[config.mk]
export PLATFORM = sky130hd
export DESIGN_NAME = overtemp_timer_fan_config
export DESIGN_NICKNAME = d
export VERILOG_FILES = /design/src/overtemp_pkg.sv /design/src/sync_two_ff.sv /design/src/tick_divider.sv /design/src/overtemp_timer_fan_config.sv
export VERILOG_INCLUDE_DIRS = /design/src
export SDC_FILE = /design/constraint.sdc
export NUM_CORES = 1
export LEC_CHECK = 0
export BUFFER_PORTS_ARGS = -buffer_cell sky130_fd_sc_hd__buf_2
export CAP_MARGIN = 20
export CORE_AREA = 2 2 127 79
export CTS_CLUSTER_DIAMETER = 200
export DETAILED_ROUTE_END_ITERATION = 10
export DIE_AREA = 0 0 129 81
export PLACE_DENSITY = 0.82
export SLEW_MARGIN = 20
export SYNTH_ARGS = -nofsm -noshare
export SYNTH_HDL_FRONTEND = slang
export SYNTH_HIERARCHICAL = 1
export SYNTH_SLANG_ARGS = --single-unit
[constraint.sdc]
create_clock -name clock_i -period 2.6 [get_ports clock_i]
set_clock_uncertainty 0.05 [all_clocks]
set_input_delay 0.26 -clock clock_i [delete_from_list [all_inputs] [get_ports clock_i]]
set_output_delay 0.26 -clock clock_i [all_outputs]
set_load 0.005 [all_outputs]
[src/overtemp_defs.svh]
// Functional notes
// upper seven timer bits zero until 45.52ms
// bit0 set on assertion, cleared by read
// past 45.52ms bit0 joins eight-bit count; code shows count bits 7:1 with bit0 held at 1
// count steps 22.76ms, covers up to 5.82s
// writable eight-bit duration limit, 22.76ms step
// duration over limit sets exceeded status flag
// limit zero flags immediately on assertion
// four pulse-count fields, reset 0x55
// config bit0 selects twos or offset-64 format
// config bit1 selects offset register range
// config bit2 sets aux pin direction
// config bit3 sets aux output polarity
// config bit4 picks id or general pins
// bits 5-7 enable per-channel line driving
// channel disabled by minimum limit value
// config read-only when lock set, reset 0x01
// global off suppresses all overtemp outputs
// duration count saturates at all ones
// timer ticks every 22.76ms, compared per tick
`ifndef OVERTEMP_DEFS_SVH
`define OVERTEMP_DEFS_SVH
`define ADDR_DURATION     8'h79
`define ADDR_LIMIT        8'h7a
`define ADDR_PULSES       8'h7b
`define ADDR_CONFIG       8'h7c
`define ADDR_IRQ_STATUS   8'h42
`define ADDR_IRQ_MASK     8'h43
`define ADDR_CONTROL      8'h44
`define RST_PULSES        8'h55
`define RST_CONFIG        8'h01
`define CLK_HZ            50000000
`define TICK_US           22760
`define TICK_CYCLES       ((`CLK_HZ / 1000000) * `TICK_US)
`define CFG_TWOS          0
`define CFG_OFFSET_RANGE  1
`define CFG_AUX_DIR       2
`define CFG_AUX_POL       3
`define CFG_ID_SEL        4
`define CFG_EN_R1         5
`define CFG_EN_LOCAL      6
`define CFG_EN_R2         7
`define IRQ_EXCEEDED      5
`define IRQ_ASSERT        0
`define LIMIT_OFF64_MIN   8'h00
`define LIMIT_TWOS_MIN    8'h80
`endif

[src/overtemp_pkg.sv]
package overtemp_pkg;
    typedef enum logic [1:0] {
        idle_st    = 2'b00,
        timing_st  = 2'b01
    } timer_state_type;
endpackage : overtemp_pkg

[src/sync_two_ff.sv]
`timescale 1ns/1ps
`default_nettype none
module sync_two_ff (
    input  wire logic clock_i,
    input  wire logic sys_rst_i,
    input  wire logic async_i,
    output logic      sync_o
);
    logic stage1_reg;
    logic stage2_reg;
    always_ff @(posedge clock_i) begin
        if (sys_rst_i) begin
            stage1_reg <= 1'b0;
            stage2_reg <= 1'b0;
        end else begin
            stage1_reg <= async_i;
            stage2_reg <= stage1_reg;
        end
    end
    assign sync_o = stage2_reg;
endmodule : sync_two_ff
`default_nettype wire

[src/tick_divider.sv]
`timescale 1ns/1ps
`default_nettype none
`include "overtemp_defs.svh"
module tick_divider #(
    parameter int TICK_CYCLES = `TICK_CYCLES
) (
    input  wire logic clock_i,
    input  wire logic sys_rst_i,
    input  wire logic restart_i,
    output logic      tick_o
);
    logic [20:0] count_reg;
    logic [20:0] count_next;
    logic        tick_next;
    logic        tick_reg;
    always_comb begin
        count_next = count_reg + 21'h000001;
        tick_next  = 1'b0;
        if (restart_i) begin
            count_next = 21'h000000;
        end else if (count_reg >= 21'(TICK_CYCLES - 1)) begin
            count_next = 21'h000000;
            tick_next  = 1'b1;
        end
    end
    always_ff @(posedge clock_i) begin
        if (sys_rst_i) begin
            count_reg <= 21'h000000;
            tick_reg  <= 1'b0;
        end else begin
            count_reg <= count_next;
            tick_reg  <= tick_next;
        end
    end
    assign tick_o = tick_reg;
endmodule : tick_divider
`default_nettype wire

[src/overtemp_timer_fan_config.sv]
// The Wishbone register port was decided locally.
`timescale 1ns/1ps
`default_nettype none
`include "overtemp_defs.svh"
module overtemp_timer_fan_config #(
    parameter int TICK_CYCLES = `TICK_CYCLES
) (
    input  wire logic        clock_i,
    input  wire logic        sys_rst_i,
    input  wire logic        wb_cyc_i,
    input  wire logic        wb_stb_i,
    input  wire logic        wb_we_i,
    input  wire logic [7:0]  wb_adr_i,
    input  wire logic [3:0]  wb_sel_i,
    input  wire logic [31:0] wb_dat_i,
    output logic [31:0]      wb_dat_o,
    output logic             wb_ack_o,
    output logic             wb_err_o,
    input  wire logic        overtemp_line_i,
    output logic             overtemp_line_o,
    output logic             overtemp_line_oe_n_o,
    input  wire logic [2:0]  channel_over_limit_i,
    input  wire logic [23:0] channel_limit_i,
    input  wire logic        lock_i,
    input  wire logic        overtemp_global_off_i,
    input  wire logic        aux_pin_six_i,
    output logic             aux_pin_six_o,
    output logic             aux_pin_six_oe_n_o,
    input  wire logic        aux_pin_value_i,
    output logic             twos_format_select_o,
    output logic             offset_range_select_o,
    output logic             id_pins_function_select_o,
    output logic [7:0]       fan_pulses_per_rev_o,
    output logic             aux_pin_six_level_o,
    output logic             irq_o
);
    logic line_sync;
    logic tick;
    sync_two_ff line_sync_inst (
        .clock_i   (clock_i),
        .sys_rst_i (sys_rst_i),
        .async_i   (~overtemp_line_i),
        .sync_o    (line_sync)
    );
    logic aux_sync;
    sync_two_ff aux_sync_inst (
        .clock_i   (clock_i),
        .sys_rst_i (sys_rst_i),
        .async_i   (aux_pin_six_i),
        .sync_o    (aux_sync)
    );
    // line inverted ahead of sync so reset reads as idle, no false edge
    logic asserted;
    logic line_prev_reg;
    logic rise;
    assign asserted = line_sync;
    assign rise     = asserted & ~line_prev_reg;
    tick_divider #(
        .TICK_CYCLES (TICK_CYCLES)
    ) tick_inst (
        .clock_i   (clock_i),
        .sys_rst_i (sys_rst_i),
        .restart_i (rise),
        .tick_o    (tick)
    );
    // bus decode
    logic req;
    logic wr;
    logic rd;
    logic mapped;
    logic wr_lane0;
    assign req      = wb_cyc_i & wb_stb_i & ~wb_ack_o & ~wb_err_o;
    assign mapped   = (wb_adr_i == `ADDR_DURATION) | (wb_adr_i == `ADDR_LIMIT) |
                      (wb_adr_i == `ADDR_PULSES) | (wb_adr_i == `ADDR_CONFIG) |
                      (wb_adr_i == `ADDR_IRQ_STATUS) | (wb_adr_i == `ADDR_IRQ_MASK) |
                      (wb_adr_i == `ADDR_CONTROL);
    assign wr       = req & mapped & wb_we_i;
    assign rd       = req & mapped & ~wb_we_i;
    assign wr_lane0 = wr & wb_sel_i[0];
    // registers
    overtemp_pkg::timer_state_type state_reg;
    overtemp_pkg::timer_state_type state_next;
    logic [7:0]  ticks_reg;
    logic [7:0]  ticks_next;
    logic        seen_reg;
    logic        seen_next;
    logic [7:0]  limit_reg;
    logic [7:0]  limit_next;
    logic [7:0]  pulses_reg;
    logic [7:0]  pulses_next;
    logic [7:0]  config_reg;
    logic [7:0]  config_next;
    logic [7:0]  irq_status_reg;
    logic [7:0]  irq_status_next;
    logic [7:0]  irq_mask_reg;
    logic [7:0]  irq_mask_next;
    logic        exceeded_done_reg;
    logic        exceeded_done_next;
    logic        ack_next;
    logic        err_next;
    logic [31:0] dat_next;
    logic [31:0] dat_reg;
    logic [7:0]  duration_view;
    logic        long_enough;
    // two ticks is 45.52 ms
    assign long_enough = (ticks_reg >= 8'h02);

    assign duration_view = long_enough ? {ticks_reg[7:1], 1'b1} : {7'h00, seen_reg};
    always_comb begin
        state_next         = state_reg;
        ticks_next         = ticks_reg;
        seen_next          = seen_reg;
        exceeded_done_next = exceeded_done_reg;
        unique case (state_reg)
            overtemp_pkg::idle_st: begin
                if (rise) begin
                    state_next         = overtemp_pkg::timing_st;
                    ticks_next         = 8'h00;
                    exceeded_done_next = 1'b0;
                end
            end
            overtemp_pkg::timing_st: begin
                if (!asserted) begin
                    state_next = overtemp_pkg::idle_st;
                end else if (tick && ticks_reg != 8'hff) begin
                    ticks_next = ticks_reg + 8'h01;
                end
            end
        endcase
        if (rd && wb_adr_i == `ADDR_DURATION) begin
            seen_next = 1'b0;
        end
        if (rise) begin
            seen_next = 1'b1;
        end
    end
    logic exceeded_evt;
    always_comb begin
        exceeded_evt = 1'b0;
        if (limit_reg == 8'h00) begin
            exceeded_evt = rise;
        end else if (state_reg == overtemp_pkg::timing_st && asserted && !exceeded_done_reg &&
                     ticks_reg > limit_reg) begin
            exceeded_evt = 1'b1;
        end
    end
    always_comb begin
        limit_next      = limit_reg;
        pulses_next     = pulses_reg;
        config_next     = config_reg;
        irq_mask_next   = irq_mask_reg;
        irq_status_next = irq_status_reg;
        if (wr_lane0 && wb_adr_i == `ADDR_LIMIT) begin
            limit_next = wb_dat_i[7:0];
        end
        if (wr_lane0 && wb_adr_i == `ADDR_PULSES) begin
            pulses_next = wb_dat_i[7:0];
        end
        if (wr_lane0 && wb_adr_i == `ADDR_CONFIG && !lock_i) begin
            config_next = wb_dat_i[7:0];
        end
        if (wr_lane0 && wb_adr_i == `ADDR_IRQ_MASK) begin
            irq_mask_next = wb_dat_i[7:0];
        end
        if (wr_lane0 && wb_adr_i == `ADDR_IRQ_STATUS) begin
            irq_status_next = irq_status_reg & ~wb_dat_i[7:0];
        end
        if (exceeded_evt) begin
            irq_status_next[`IRQ_EXCEEDED] = 1'b1;
        end
        if (rise) begin
            irq_status_next[`IRQ_ASSERT] = 1'b1;
        end
    end
    always_comb begin
        dat_next = 32'h00000000;
        ack_next = req & mapped;
        err_next = req & ~mapped;
        unique case (wb_adr_i)
            `ADDR_DURATION:   dat_next[7:0] = duration_view;
            `ADDR_LIMIT:      dat_next[7:0] = limit_reg;
            `ADDR_PULSES:     dat_next[7:0] = pulses_reg;
            `ADDR_CONFIG:     dat_next[7:0] = config_reg;
            `ADDR_IRQ_STATUS: dat_next[7:0] = irq_status_reg;
            `ADDR_IRQ_MASK:   dat_next[7:0] = irq_mask_reg;
            `ADDR_CONTROL:    dat_next[0]   = aux_sync;
            default:          dat_next      = 32'h00000000;
        endcase
    end
    always_ff @(posedge clock_i) begin
        if (sys_rst_i) begin
            state_reg         <= overtemp_pkg::idle_st;
            ticks_reg         <= 8'h00;
            seen_reg          <= 1'b0;
            exceeded_done_reg <= 1'b0;
            line_prev_reg     <= 1'b0;
            limit_reg         <= 8'h00;
            pulses_reg        <= `RST_PULSES;
            config_reg        <= `RST_CONFIG;
            irq_status_reg    <= 8'h00;
            irq_mask_reg      <= 8'h00;
            wb_ack_o          <= 1'b0;
            wb_err_o          <= 1'b0;
            dat_reg           <= 32'h00000000;
        end else begin
            state_reg         <= state_next;
            ticks_reg         <= ticks_next;
            seen_reg          <= seen_next;
            exceeded_done_reg <= exceeded_done_next | exceeded_evt;
            line_prev_reg     <= asserted;
            limit_reg         <= limit_next;
            pulses_reg        <= pulses_next;
            config_reg        <= config_next;
            irq_status_reg    <= irq_status_next;
            irq_mask_reg      <= irq_mask_next;
            wb_ack_o          <= ack_next;
            wb_err_o          <= err_next;
            dat_reg           <= dat_next;
        end
    end
    assign wb_dat_o = dat_reg;
    // per-channel overtemp drive
    logic [2:0] chan_drive;
    genvar ch;
    generate
        for (ch = 0; ch < 3; ch++) begin : chan_gen
            logic [7:0] lim;
            logic       min_lim;
            assign lim     = channel_limit_i[ch*8 +: 8];

            assign min_lim = config_reg[`CFG_TWOS] ? (lim == `LIMIT_TWOS_MIN) : (lim == `LIMIT_OFF64_MIN);

            assign chan_drive[ch] = config_reg[`CFG_EN_R1 + ch] & ~min_lim & channel_over_limit_i[ch];
        end
    endgenerate
    logic drive_line;
    assign drive_line           = |chan_drive & ~overtemp_global_off_i;
    assign overtemp_line_o      = 1'b0;
    assign overtemp_line_oe_n_o = ~drive_line;
    // aux pin: output enabled in general-pin mode with direction bit2 set
    logic aux_out_en;
    assign aux_out_en           = config_reg[`CFG_ID_SEL] & config_reg[`CFG_AUX_DIR];
    assign aux_pin_six_o        = config_reg[`CFG_AUX_POL] ? aux_pin_value_i : ~aux_pin_value_i;
    assign aux_pin_six_oe_n_o   = ~aux_out_en;
    assign aux_pin_six_level_o  = aux_sync;
    assign twos_format_select_o      = config_reg[`CFG_TWOS];
    assign offset_range_select_o     = config_reg[`CFG_OFFSET_RANGE];
    assign id_pins_function_select_o = config_reg[`CFG_ID_SEL];
    assign fan_pulses_per_rev_o      = pulses_reg;
    assign irq_o = |(irq_status_reg & irq_mask_reg);
endmodule : overtemp_timer_fan_config
`default_nettype wire

==> results of run 1 <==
## cell type report
class,instances,area (µm²)
Clock inverter,3,40.0
Multi-Input combinational cell,406,2730
Tap cell,135,169
Timing Repair Buffer,88,463
Sequential cell,88,1760
Fill cell,827,3990
Inverter,21,78.8
Clock buffer,12,267
## synthesized netlist by cell type (all sizes together) (2+ instances only)
cell | n | area, µm²
dfxtp | 88 | 1760
a21oi | 58 | 290
buf | 42 | 293
nand3 | 36 | 210
o21ai | 26 | 130
nand2b | 23 | 146
inv | 21 | 78.8
mux2i | 21 | 210
nand2 | 21 | 78.8
a22oi | 16 | 120
nor2 | 16 | 60.1
xnor2 | 15 | 131
nand4 | 13 | 96.3
nor4 | 13 | 111
clkbuf | 11 | 42.5
ha | 11 | 138
nor2b | 11 | 68.8
nor3 | 11 | 76.3
o31ai | 10 | 75.1
o2bb2ai | 9 | 78.8
or3 | 8 | 51.3
and3 | 7 | 43.8
mux2 | 6 | 67.6
or4 | 6 | 48.8
o41ai | 4 | 35.0
nor3b | 3 | 22.5
or4b | 3 | 30.0
a211o | 2 | 17.5
a21boi | 2 | 15.0
a21o | 2 | 15.0
and2 | 2 | 12.5
and4 | 2 | 17.5
nand3b | 2 | 15.0
o21ba | 2 | 20.0
or2b | 2 | 16.3
xor2 | 2 | 17.5
## metrics by stage
step,hold slack [ps],cell area (µm²)
final,76.3,5510
after global routing,79.5,5510
after CTS,68.6,5510
after detailed placement,379,5200
after global placement,375,5200
after floorplan,282,4910
## cell usage in the layout, fill, tap and decap left out, drive strengths merged, types with 15 or more instances in the layout
cell,instances
dfxtp,88
buf,88
a21oi,58
nand3,36
o21ai,26
conb,25
nand2b,23
inv,21
nand2,21
mux2i,21
a22oi,16
nor2,16
xnor2,15
## kinds of logic after synthesis
logic type,synth area share
AO/OA/AOI/OAI,0.188
XOR/XNOR,0.0309
adder cells (fa/ha/maj),0.0286
buffers and inverters,0.0860
flip-flops,0.366
multiplexers,0.0577
other,0.000779
AND/OR/NAND/NOR,0.242
## report_power, final
part / total, W / internal, W / switching [W]
Clock: 0.00133 / 0.000814 / 0.000520
Combinational: 0.000249 / 0.000100 / 0.000149
Sequential: 0.00141 / 0.00138 / 0.0000345
## metal layers
layer,global-route usage,routed length [µm],vias up
met5,0,0,-
met4,0.0663,174,0
met3,0.0731,1480,22
met2,0.366,5690,242
met1,0.351,5770,2122
li1,-,-,2089
## path summary, 6_finish.rpt
check | to | cells past startpoint | slack (ps) | start
worst max-delay path | irq_status_reg[5] | 5 | 400 | ticks_reg[2]
worst min register to register | line_sync_inst/sync_o | 1 | 390 | line_sync_inst/stage1_reg
worst max register to register | irq_status_reg[5] | 5 | 400 | ticks_reg[2]
worst min-delay path | aux_sync_inst/stage1_reg | 2 | 80 | aux_pin_six_i
==> run metrics, run 1 <==
area grow syn2layout=14.4%; largest net degree at the start of global routing=44; placed cell count=around 740; outcome=finished clean; vias in the first global route=roughly 4.0k; Rel. slew slack=0.475; Remaining Overflow, GRT=0; Buf/Inv on CP=0; Max Fclk=454 MHz; final antenna-violating net count=0; die height=a little over 80 µm; total power=0.00300 W; first-pass GRT wire length=about 20000 µm; PwrDens=roughly 540 nW/µm²; CP endpoint kind=flip-flop; number of synthesized flops with an enable pin=0; die area=between 10000 and 15000 µm²; final net count=just over 700; syn avg cell area=a little under 9 µm²; post-layout util=0.580; Fin Setup TNS=0 ps; Unique masters post-synth=67; Seq/Total Area, Yosys=0.366; worst setup path category=reg -> reg; register bit total from synthesis=slightly below 90; Hold WC Path Type=in -> reg; slowest CP cell=dfxtp_1; pre-CTS setup slack=around 480 ps; Max-cap violations=0; crit-path max cell delay=540 ps; crit path cell chain=ha_1 > a21o_1 > a211o_1 > a211oi_1 > o32ai_1; crit path launch type=flip-flop; PortBufs=between 70 and 80; hold_buf cts=0; fraction of final layout cells sized beyond drive strength 1=0.207; ant diodes=0; Synth Flop Type=dfxtp_1; Worst Tran Pin Value=about 800 ps; Sink Count=88; Die W=129 µm; clock root cell=clkbuf_16; final hold vios=0; Final HPWL DP=between 9000 and 10000 µm; Clk Latency, worst-skew pair=~350 ps; via density per instance=roughly 5.9; Final min period=2200 ps; setup ws final=between 300 and 400 ps; Rows=28; leakage power total=2.09 nW; Clock Path Buffers=2; Mapped Cells=approximately 540; VDD IR max=284 µV; Tot GR Track Use=0.247; CP delay by family, top=compound AO/OA/AOI/OAI gates; part of the cycle the worst path needs=0.847; routability cong.=0.953; post_cts resized=0; clock-pin transition on the worst setup and hold timing paths=60 ps; setup bufs post-CTS=0; Post-synth ARST share=0; vias=~4.5k; WL final=approximately 13000 µm; Initial Util=0.507; DRC=0; Syn. warnings=6; initial antenna violation count=0; max reg flops=21; cell area after synthesis=a little under 5000 µm²; Final Max Slew Viols=0; Critical Path Fanout Max=9; TritonCTS clock tree=built; first-iteration detailed-routing DRC count=approximately 560; Num CTS Buffers=9; Ports=about 130; drt first pass iters=5; H-tree levels=3; RSZ-0062 raised after global routing=no; Critical Path RT=around 2800 ps; CP arrival=around 2400 ps; post-DR wirelength/cell=~17 µm; fin cells=753; Final setup viols=0; core area=9490 µm²
No activity file was read; power rests on OpenSTA's default activity.
==> run 2: changes to the inputs <==
==> constraint.sdc (replaced) <==
create_clock -name clock_i -period 2.2 [get_ports clock_i]
set_clock_uncertainty 0.05 [all_clocks]
set_input_delay 0.22 -clock clock_i [delete_from_list [all_inputs] [get_ports clock_i]]
set_output_delay 0.22 -clock clock_i [all_outputs]
set_load 0.005 [all_outputs]
==> run 2 against run 1 <==
Wire length is 2.8% lower. Sequential share of layout area is 0.22 points lower. Non-clock buffer count is 3 higher. Cell area is 0.68% higher. Highest routed layer unchanged. Total power is 20% higher. Global-route usage is 0.41 points lower. Largest power group unchanged.
==> run metrics, run 2 (synthesis gave the netlist of run 1 again) <==
vias=4446 (was 4475); Max-cap violations=0 (unchanged); Clk Latency, worst-skew pair=340 ps (was 350 ps); first-iteration detailed-routing DRC count=539 (was 558); CP arrival=2190 ps (was 2360 ps); Clock Path Buffers=2 (unchanged); placed cell count=741 (was 738); TritonCTS clock tree=built (unchanged); routability cong.=0.908 (was 0.953); Initial Util=0.507 (unchanged); hold_buf cts=0 (unchanged); Tot GR Track Use=0.243 (was 0.247); post-DR wirelength/cell=16.8 µm (was 17.4 µm); worst setup path category=reg -> reg (unchanged); CP endpoint kind=flip-flop (unchanged); crit path cell chain=ha_1 > and4b_1 > a211o_1 > a211oi_1 > o32ai_1 (was ha_1 > a21o_1 > a211o_1 > a211oi_1 > o32ai_1); Rows=28 (unchanged); post_cts resized=0 (unchanged); Num CTS Buffers=9 (unchanged); DRC=0 (unchanged); part of the cycle the worst path needs=0.924 (was 0.847); final net count=709 (was 706); outcome=finished clean (unchanged); first-pass GRT wire length=19600 µm (was 20000 µm); Final HPWL DP=9580 µm (was 9690 µm); drt first pass iters=5 (unchanged); Worst Hold Slack=43.2 ps (was 76.3 ps); clock-pin transition on the worst setup and hold timing paths=60 ps (about the same); Remaining Overflow, GRT=0 (unchanged); die height=81 µm (unchanged); final antenna-violating net count=0 (unchanged); max reg flops=21 (unchanged); Critical Path Fanout Max=7 (was 9); die area=10400 µm² (unchanged); final hold vios=0 (unchanged); Ports=132 (unchanged); fraction of final layout cells sized beyond drive strength 1=0.212 (was 0.207); Sink Count=88 (unchanged); Final setup viols=0 (unchanged); vias in the first global route=3856 (was 3981); core area=9490 µm² (unchanged); PwrDens=650 nW/µm² (was 544 nW/µm²); fin cells=757 (was 753); largest net degree at the start of global routing=46 (was 44); most frequent cells in the layout=dfxtp_1, buf_2, a21oi_1 (unchanged); clock root cell=clkbuf_16 (unchanged); Worst Tran Pin Value=670 ps (was 784 ps); ant diodes=0 (unchanged); Final min period=2030 ps (was 2200 ps); Critical Path RT=2350 ps (was 2760 ps); initial antenna violation count=0 (unchanged); H-tree levels=3 (unchanged); Max Fclk=492 MHz (was 454 MHz); Fin Setup TNS=0 ps (unchanged); crit-path max cell delay=470 ps (was 540 ps); via density per instance=5.87 (was 5.94); area grow syn2layout=15.2% (was 14.4%); slowest CP cell=dfxtp_1 (unchanged); VDD IR max=442 µV (was 284 µV); Final Max Slew Viols=0 (unchanged); Rel. slew slack=0.553 (was 0.475); leakage power total=2.11 nW (was 2.09 nW); WL final=12800 µm (was 13100 µm); RSZ-0062 raised after global routing=no (unchanged); Die W=129 µm (unchanged); PortBufs=79 (unchanged); setup bufs post-CTS=0 (unchanged); crit path launch type=flip-flop (unchanged); Hold WC Path Type=in -> reg (unchanged); most common cell after layout, fill and taps aside=dfxtp_1 (unchanged)
-- run 2: metal layers --
layer | vias up | GRT usage | wire, µm
li1 | 2096 | - | -
met1 | 2062 | 0.351 | 5630
met2 | 268 | 0.351 | 5410
met3 | 20 | 0.0764 | 1550
met4 | 0 | 0.0576 | 169
met5 | - | 0 | 0
-- run 2: through the flow --
stage / utilization / setup slack, ps / cell area [µm²] / power [W]
final: 0.584 / 168 / 5550 / 0.00360
after global placement: 0.550 / 263 / 5230 / 0.00197
after detailed placement: 0.550 / 189 / 5230 / 0.00199
after floorplan: - / 412 / 4910 / 0.00191
after CTS: 0.584 / 187 / 5550 / 0.00361
after global routing: 0.584 / 16.6 / 5550 / 0.00373
-- run 2: area by class of cell --
| type | instances | area (µm²) |
|---|---|---|
| Fill cell | 797 | 3950 |
| Tap cell | 135 | 169 |
| Multi-Input combinational cell | 406 | 2730 |
| Clock inverter | 6 | 82.6 |
| Timing Repair Buffer | 91 | 485 |
| Inverter | 21 | 78.8 |
| Clock buffer | 10 | 239 |
| Sequential cell | 88 | 1760 |
-- run 2: final timing paths --
path	start	slack, ps	cells after the start	endpoint
setup / recovery	ticks_reg[1]	170	5	irq_status_reg[5]
hold / removal	aux_pin_six_i	40	2	aux_sync_inst/stage1_reg
setup reg to reg	ticks_reg[1]	170	5	irq_status_reg[5]
hold reg to reg	line_sync_inst/stage1_reg	390	1	line_sync_inst/sync_o
-- run 2: worst max-delay path: cells and delay by family (launching register included) --
family / cells / cell delay (ps)
AOI/OAI and AO/OA: 3 / 890
adders and majority gates: 1 / 290
DFF: 1 / 470
and+or+nand+nor: 1 / 180
-- run 2: power breakdown --
| group | leakage (nW) | total [W] | switching (W) | internal (W) |
|---|---|---|---|---|
| Combinational | 1.24 | 0.000289 | 0.000172 | 0.000117 |
| Sequential | 0.711 | 0.00167 | 0.0000408 | 0.00163 |
| Clock | 0.158 | 0.00164 | 0.000625 | 0.00102 |
| Total | 2.11 | 0.00360 | 0.000838 | 0.00277 |
